`src/ues_defs.svh`:
```
// Constants for the uncorrectable error flag and suppress register pair
`ifndef UES_DEFS_SVH
`define UES_DEFS_SVH

// Configuration space byte offsets
`define UES_ADDR_W 12
`define UES_OFS_FLAGS 12'h104
`define UES_OFS_SUPPRESS 12'h108

// Field positions
`define UES_BIT_UNSUP_REQ 20
`define UES_BIT_E2E_CRC 19
`define UES_BIT_MALFORMED 18
`define UES_BIT_RX_OVERFLOW 17
`define UES_BIT_UNEXP_CPL 16
`define UES_BIT_COMPLETER_ABORT_FLAG 15
`define UES_BIT_COMPLETION_TIMEOUT_FLAG 14
`define UES_BIT_FC_PROTO 13
`define UES_BIT_POISONED 12
`define UES_BIT_LINK_PROTO 4

// Implemented bits and reset values
`define UES_IMPL_MASK 32'h001f_f010
`define UES_FLAGS_RST 32'h0000_0000
`define UES_SUPPRESS_RST 32'h0000_0000

`endif

```
`src/ues_pkg.sv`:
```
// Types shared by the uncorrectable error register pair
`default_nettype none
package ues_pkg;

   // Register selected by a configuration access
   typedef enum logic [1:0] {
      UES_SEL_NONE = 2'b00,
      UES_SEL_FLAGS = 2'b01,
      UES_SEL_SUPPRESS = 2'b10
   } ues_sel_t;

   // State of one flag cell
   typedef struct packed {
      logic flag;
      logic suppress;
   } ues_cell_t;

   // State of the register pair core
   typedef struct packed {
      logic [1:0] sync_a;
      logic [1:0] sync_b;
      logic [1:0] sync_c;
      logic [1:0] rst_lvl;
      logic [31:0] rdata;
      logic rvalid;
      logic msg_fatal;
      logic msg_nonfatal;
      logic log_load;
      logic [31:0] log_vec;
      logic first_upd;
      logic [4:0] first_idx;
   } ues_core_t;

endpackage
`default_nettype wire

```
`src/ues_flag_cell.sv`:
```
// One sticky error flag with its suppress bit
`timescale 1ns/100ps
`default_nettype none
module ues_flag_cell
   import ues_pkg::*;
(
   input wire logic clk_in,
   input wire logic arst_n_in,
   input wire logic clear_in,
   input wire logic event_in,
   input wire logic w1c_in,
   input wire logic mask_we_in,
   input wire logic mask_wd_in,
   output logic flag_out,
   output logic suppress_out
);

   ues_cell_t s;
   ues_cell_t next_s;

   // Next flag and suppress values
   always_comb
   begin
      next_s = s;
      if (clear_in)
      begin
         next_s.flag = 1'b0;
         next_s.suppress = 1'b0;
      end
      else
      begin
         if (mask_we_in)
         begin
            next_s.suppress = mask_wd_in;
         end
         // Set beats clear so no error slips by unseen
         if (event_in && !s.suppress)
         begin
            next_s.flag = 1'b1;
         end
         else if (w1c_in)
         begin
            next_s.flag = 1'b0;
         end
      end
   end

   // Power-on reset clears both bits
   always_ff @(posedge clk_in or negedge arst_n_in)
   begin
      if (!arst_n_in)
      begin
         s <= '0;
      end
      else
      begin
         s <= next_s;
      end
   end

   assign flag_out = s.flag;
   assign suppress_out = s.suppress;

endmodule
`default_nettype wire

```
`src/ues_regs.sv`:
```
// Uncorrectable error flag and suppress registers with error reporting
`timescale 1ns/100ps
`default_nettype none
`include "ues_defs.svh"
module ues_regs
   import ues_pkg::*;
(
   input wire logic clk_in,
   input wire logic arst_n_in,
   // Reset pins, asynchronous to the core clock
   input wire logic link_reset_n_in,
   input wire logic global_reset_input_n_in,
   // Configuration access port
   input wire logic cfg_wr_in,
   input wire logic cfg_rd_in,
   input wire logic [11:0] cfg_addr_in,
   input wire logic [3:0] cfg_be_in,
   input wire logic [31:0] cfg_wdata_in,
   output logic [31:0] cfg_rdata_out,
   output logic cfg_rvalid_out,
   // Error events from the primary link layers, one-cycle pulses
   input wire logic unsupported_request_in,
   input wire logic end_to_end_crc_in,
   input wire logic malformed_packet_in,
   input wire logic receiver_overflow_in,
   input wire logic unexpected_completion_in,
   input wire logic completer_abort_in,
   input wire logic completion_timeout_in,
   input wire logic flow_control_protocol_in,
   input wire logic poisoned_packet_in,
   input wire logic link_protocol_in,
   // Severity register contents, owned elsewhere
   input wire logic [31:0] severity_in,
   // Reporting outputs
   output logic msg_fatal_out,
   output logic msg_nonfatal_out,
   output logic log_load_out,
   output logic [31:0] log_vec_out,
   output logic first_error_update_out,
   output logic [4:0] first_error_index_out,
   // Live register contents
   output logic [31:0] flags_out,
   output logic [31:0] suppress_out
);

   // Implemented bit pattern, shared by both registers
   localparam logic [31:0] IMPL = `UES_IMPL_MASK;
   // Dword addresses of the pair, sized to the decoded address bits
   localparam logic [9:0] FLAGS_DW = 10'(`UES_OFS_FLAGS >> 2);
   localparam logic [9:0] SUPPRESS_DW = 10'(`UES_OFS_SUPPRESS >> 2);

   ues_core_t s;
   ues_core_t next_s;

   logic clear_all;
   logic [31:0] ev_vec;
   logic [31:0] flags_vec;
   logic [31:0] suppress_vec;
   logic [31:0] w1c_vec;
   logic [31:0] mask_we_vec;
   logic [31:0] lane_vec;
   logic [31:0] unmasked;
   ues_sel_t sel;

   // Highest numbered bit set in a vector
   function automatic logic [4:0] ues_top_index(input logic [31:0] vec);
      logic [4:0] idx;
      idx = 5'h00;
      for (int k = 0; k < 32; k++)
      begin
         if (vec[k])
         begin
            idx = 5'(k);
         end
      end
      return idx;
   endfunction

   // Either reset pin, once filtered, wipes the register pair
   assign clear_all = |s.rst_lvl;

   // Event vector; only primary side events have a port at all
   always_comb
   begin
      ev_vec = 32'h0000_0000;
      ev_vec[`UES_BIT_UNSUP_REQ] = unsupported_request_in;
      ev_vec[`UES_BIT_E2E_CRC] = end_to_end_crc_in;
      ev_vec[`UES_BIT_MALFORMED] = malformed_packet_in;
      ev_vec[`UES_BIT_RX_OVERFLOW] = receiver_overflow_in;
      ev_vec[`UES_BIT_UNEXP_CPL] = unexpected_completion_in;
      ev_vec[`UES_BIT_COMPLETER_ABORT_FLAG] = completer_abort_in;
      ev_vec[`UES_BIT_COMPLETION_TIMEOUT_FLAG] = completion_timeout_in;
      ev_vec[`UES_BIT_FC_PROTO] = flow_control_protocol_in;
      ev_vec[`UES_BIT_POISONED] = poisoned_packet_in;
      ev_vec[`UES_BIT_LINK_PROTO] = link_protocol_in;
   end

   // Register decode on the dword address, low two bits ignored
   always_comb
   begin
      case (cfg_addr_in[11:2])
         FLAGS_DW:
         begin
            sel = UES_SEL_FLAGS;
         end
         SUPPRESS_DW:
         begin
            sel = UES_SEL_SUPPRESS;
         end
         default:
         begin
            sel = UES_SEL_NONE;
         end
      endcase
   end

   // Byte enables widened to one bit per data bit
   always_comb
   begin
      for (int b = 0; b < 32; b++)
      begin
         lane_vec[b] = cfg_be_in[b / 8];
      end
   end

   // Write-one-clear strobes for flags, plain write for suppress
   assign w1c_vec = (cfg_wr_in && sel == UES_SEL_FLAGS) ?
                    (cfg_wdata_in & lane_vec & IMPL) : 32'h0000_0000;
   assign mask_we_vec = (cfg_wr_in && sel == UES_SEL_SUPPRESS) ?
                        (lane_vec & IMPL) : 32'h0000_0000;

   // Per-bit cells; reserved positions hold no storage at all
   genvar i;
   generate
      for (i = 0; i < 32; i++)
      begin : g_bit
         if (IMPL[i])
         begin : g_cell
            ues_flag_cell u_cell (
               .clk_in(clk_in),
               .arst_n_in(arst_n_in),
               .clear_in(clear_all),
               .event_in(ev_vec[i]),
               .w1c_in(w1c_vec[i]),
               .mask_we_in(mask_we_vec[i]),
               .mask_wd_in(cfg_wdata_in[i]),
               .flag_out(flags_vec[i]),
               .suppress_out(suppress_vec[i])
            );
         end
         else
         begin : g_rsvd
            assign flags_vec[i] = 1'b0;
            assign suppress_vec[i] = 1'b0;
         end
      end
   endgenerate

   // Errors that get past their suppress bit this cycle
   assign unmasked = clear_all ? 32'h0000_0000 :
                     (ev_vec & ~suppress_vec & IMPL);

   // Core next state: reset filter, read data, reporting
   always_comb
   begin
      next_s = s;

      // Three-stage pin capture; first stage feeds only the second
      next_s.sync_a = {link_reset_n_in, global_reset_input_n_in};
      next_s.sync_b = s.sync_a;
      next_s.sync_c = s.sync_b;
      // A level change counts once the last two stages agree
      for (int r = 0; r < 2; r++)
      begin
         if (s.sync_b[r] == s.sync_c[r])
         begin
            next_s.rst_lvl[r] = ~s.sync_c[r];
         end
      end

      // Read data is captured on the strobe and held until the next
      next_s.rvalid = cfg_rd_in;
      if (cfg_rd_in)
      begin
         case (sel)
            UES_SEL_FLAGS:
            begin
               next_s.rdata = flags_vec & IMPL;
            end
            UES_SEL_SUPPRESS:
            begin
               next_s.rdata = suppress_vec & IMPL;
            end
            default:
            begin
               next_s.rdata = 32'h0000_0000;
            end
         endcase
      end

      // Each severity present among the new errors raises its own message
      next_s.msg_fatal = |(unmasked & severity_in);
      next_s.msg_nonfatal = |(unmasked & ~severity_in);

      // Header log loads only for errors that were let through
      next_s.log_load = |unmasked;
      next_s.log_vec = unmasked;

      // Pointer moves only when nothing was already pending
      next_s.first_upd = (|unmasked) && (flags_vec == 32'h0000_0000);
      if (next_s.first_upd)
      begin
         next_s.first_idx = ues_top_index(unmasked);
      end

      // Filtered reset also clears the reporting state
      if (clear_all)
      begin
         next_s.first_idx = 5'h00;
         next_s.log_vec = 32'h0000_0000;
      end
   end

   // Power-on reset leaves both reset levels asserted until pins settle
   always_ff @(posedge clk_in or negedge arst_n_in)
   begin
      if (!arst_n_in)
      begin
         s.sync_a <= 2'b00;
         s.sync_b <= 2'b00;
         s.sync_c <= 2'b00;
         s.rst_lvl <= 2'b11;
         s.rdata <= 32'h0000_0000;
         s.rvalid <= 1'b0;
         s.msg_fatal <= 1'b0;
         s.msg_nonfatal <= 1'b0;
         s.log_load <= 1'b0;
         s.log_vec <= 32'h0000_0000;
         s.first_upd <= 1'b0;
         s.first_idx <= 5'h00;
      end
      else
      begin
         s <= next_s;
      end
   end

   // Outputs straight from flip-flops
   assign cfg_rdata_out = s.rdata;
   assign cfg_rvalid_out = s.rvalid;
   assign msg_fatal_out = s.msg_fatal;
   assign msg_nonfatal_out = s.msg_nonfatal;
   assign log_load_out = s.log_load;
   assign log_vec_out = s.log_vec;
   assign first_error_update_out = s.first_upd;
   assign first_error_index_out = s.first_idx;
   assign flags_out = flags_vec;
   assign suppress_out = suppress_vec;

endmodule
`default_nettype wire

```
`config.mk`:
```
export PLATFORM = sky130hd
export DESIGN_NAME = ues_regs
export DESIGN_NICKNAME = d
export VERILOG_FILES = /design/src/ues_pkg.sv /design/src/ues_flag_cell.sv /design/src/ues_regs.sv
export VERILOG_INCLUDE_DIRS = /design/src /design/src/src
export SDC_FILE = /design/constraint.sdc
export NUM_CORES = 1
export LEC_CHECK = 0
export BUFFER_PORTS_ARGS = -buffer_cell sky130_fd_sc_hd__buf_2
export CAP_MARGIN = 20
export CELL_PAD_IN_SITES_DETAIL_PLACEMENT = 1
export CELL_PAD_IN_SITES_GLOBAL_PLACEMENT = 1
export CORE_ASPECT_RATIO = 0.8
export CORE_MARGIN = 2
export CORE_UTILIZATION = 32
export DETAILED_ROUTE_END_ITERATION = 8
export PLACE_DENSITY_LB_ADDON = 0.12
export SETUP_SLACK_MARGIN = 0.02
export SYNTH_ARGS = -nofsm -noshare
export SYNTH_HDL_FRONTEND = slang
export SYNTH_SLANG_ARGS = --single-unit
export TNS_END_PERCENT = 1
```
`constraint.sdc`:
```
create_clock -name clk_in -period 3.2 [get_ports clk_in]
set_input_delay 0.64 -clock clk_in [delete_from_list [all_inputs] [get_ports clk_in]]
set_output_delay 0.64 -clock clk_in [all_outputs]
set_load 0.02 [all_outputs]
```
==> reports/summary.txt <==
die span in x - 122.1 um
largest buffer count on any clock path - 2
Final Hold Viols - 0
Cells after Synth - 381
routed wire length - 9257 um
Peak VDD IR - 232.6 uV
Post-synth EDFFs - 0
Yosys top cell area share - 39.23%
PwrDens - 544.3 nW/um^2
post-synthesis sequential area ratio - 40.70%
Final nets - 537
post-CTS setup buffers - 0
Final Skew - 0.005854 ns
post-synth cell types - 47
area grow syn2layout - 8.476%
metal2 WL - 4037 um
CP endpoint kind - flip-flop
DRT antenna net count - 0
Leak - 2.123 nW
final core occ - 35.58%
total negative slack - 0 ns
Sink Count - 58
Max-Cap Viols - 0
grt ovf - 0
count leader, synth - buf_4
initial antenna violation count - 1
initial drt markers - 103
Mapped Area - 3572 sq um
Worst Hold Class - input port to asynchronous set/reset pin
RSZ-0062 raised after global routing - false
hold buffer count at CTS - 0
# setup viols final - 0
CTS tree - built
gpl congestion - 0.7748
Final period util - 76.92%
Slew Viols, Final - 0
vias per cell - 4.367
Die Y - 98.50 um
H-tree level count - 3
synth top area cells - dfrtp_1 39%, buf_4 28%, mux2i_1 2.8%
Worst-Skew Late Latency - 0.33 ns
max layer used - met5
crit path launch type - input port
crit path time final - 2.461 ns
first-pass GRT wire length - 14,220 um
Root Buffer - clkbuf_16
Post-synth ARST share - 100.0%
via count - 2,568
Slew HR - 64.67%
Core Area - 10,890 sq um
DRC - 0
vias in the first global route - 2,472
HPWL Detailed - 7245 um
GRT Resource Usage Total - 15.63%
clk slew on worst S/H paths - 0.05 ns
run status - finished clean
DR WL/cell - 15.74 um
Initial Utilization - 32.80%
met1 WL - 4290 um
total CTS buffers - 9
Crit Path Category - input port to flip-flop
Post-CTS Resized - 0
CP required - 3.40 ns
Worst EP arrival - 2.66 ns
final antenna diode count - 0
synthesis-stage register bit count - 58
area leader, netlist - dfrtp_1
Max Fclk - 406.3 MHz
Die Area - 12,030 sq um
Slew @ Worst Pin - 0.5300 ns
pin count of the biggest net entering global routing - 32
critical path peak fanout - 13
IO Count - 234
1st-pass router iterations - 4
Most used DFF post-synth - dfrtp_1
Commonest cells post-synth - 133 x buf_4, 56 x dfrtp_1, 24 x nand2_1
met3 wire length - 822 um
buffers added on ports - 98
layout cell share with drive strength beyond 1 - 28.15%
Placement Rows - 34
syn avg cell area - 9.376 sq um
Warnings, synthesis - 0
-- power by group --
group / switching [mW] / internal, mW
Combinational: 0.253 / 0.0834
Clock: 0.335 / 0.639
Sequential: 0.0258 / 0.773
-- metal layers --
layer	vias to the layer above	track usage, %
met4	2	4.244
met2	124	22.60
met5	-	0
met3	12	5.382
li1	1193	-
met1	1237	22.21
-- kinds of logic after synthesis --
kind of cell	count (synthesis)	share of synthesized area, %
flops	58	40.70
mux	10	2.802
buf+inv	160	30.82
simple gates	94	13.63
other cells	1	0.1050
compound gates	56	11.24
fa+ha+maj	2	0.7004
-- cell usage in the layout, fill, tap and decap left out, drive strengths merged, types with 4 or more instances in the layout --
master and instances:
mux2i 10, and3 5, conb 88, nand3 10, inv 17, nand4 4
a21oi 7, nand2 24, clkbuf 11, nor2 22, dfrtp 56, nor2b 4
nand2b 10, o21ai 4, o22ai 13, a22oi 12, buf 103
-- worst max-delay path, cell delays in order --
cell and delay (ns):
buf_2 0.10, nor4_1 0.35, and2_1 0.18, nand3b_1 0.10, inv_1 0.08, ha_1 0.48, nand3_1 0.41, mux2i_1 0.26
nor2_1 0.05
-- registers in the layout (all words and copies together), names as in the netlist, 4 cells and up --
register	count
cfg_rdata_out	10
g_bit.g_cell.u_cell.flag_out	10
g_bit.g_cell.u_cell.suppress_out	10
log_vec_out	10
first_error_index_out	5
next_s	4
s	4
-- path summary, 6_finish.rpt --
check / startpoint / to / slack (ns) / cells past startpoint
min: arst_n_in / g_bit[15].g_cell.u_cell.suppress_out / 0.23 / 1
min in group clk_in: next_s[78] / next_s[76] / 0.35 / 0
max: cfg_addr_in[5] / g_bit[17].g_cell.u_cell.suppress_out / 0.74 / 9
max reg2reg: s[75] / first_error_index_out[3] / 1.33 / 4
min reg2reg: next_s[78] / next_s[76] / 0.35 / 0
max in group asynchronous: arst_n_in / s[74] / 2.22 / 2
-- area by class of cell --
cell class	count	area, sq um
fillers	1335	7015
flip-flops and latches	58	1454
multi-input cells	250	1344
repair buffers	103	528.0
clock buffers	11	252.7
well taps	144	180.2
inverters	17	63.81
clock inverters	5	52.55
-- through the flow --
stage / power [mW] / cell area, sq um / cells / setup WS [ns] / hold slack (ns)
2_1_floorplan: 1.131 / 3899 / 468 / 1.020 / 0.3312
3_3_place_gp: 1.145 / 3570 / 572 / 0.4022 / 0.3333
3_5_place_dp: 1.147 / 3570 / 572 / 0.3838 / 0.3372
4_1_cts: 2.136 / 3875 / 588 / 0.7284 / 0.2423
5_1_grt: 2.208 / 3875 / 588 / 0.4743 / 0.2610
6_report: 2.109 / 3875 / 588 / 0.7386 / 0.2338
Note: power is estimated with default switching activity, not from simulation.
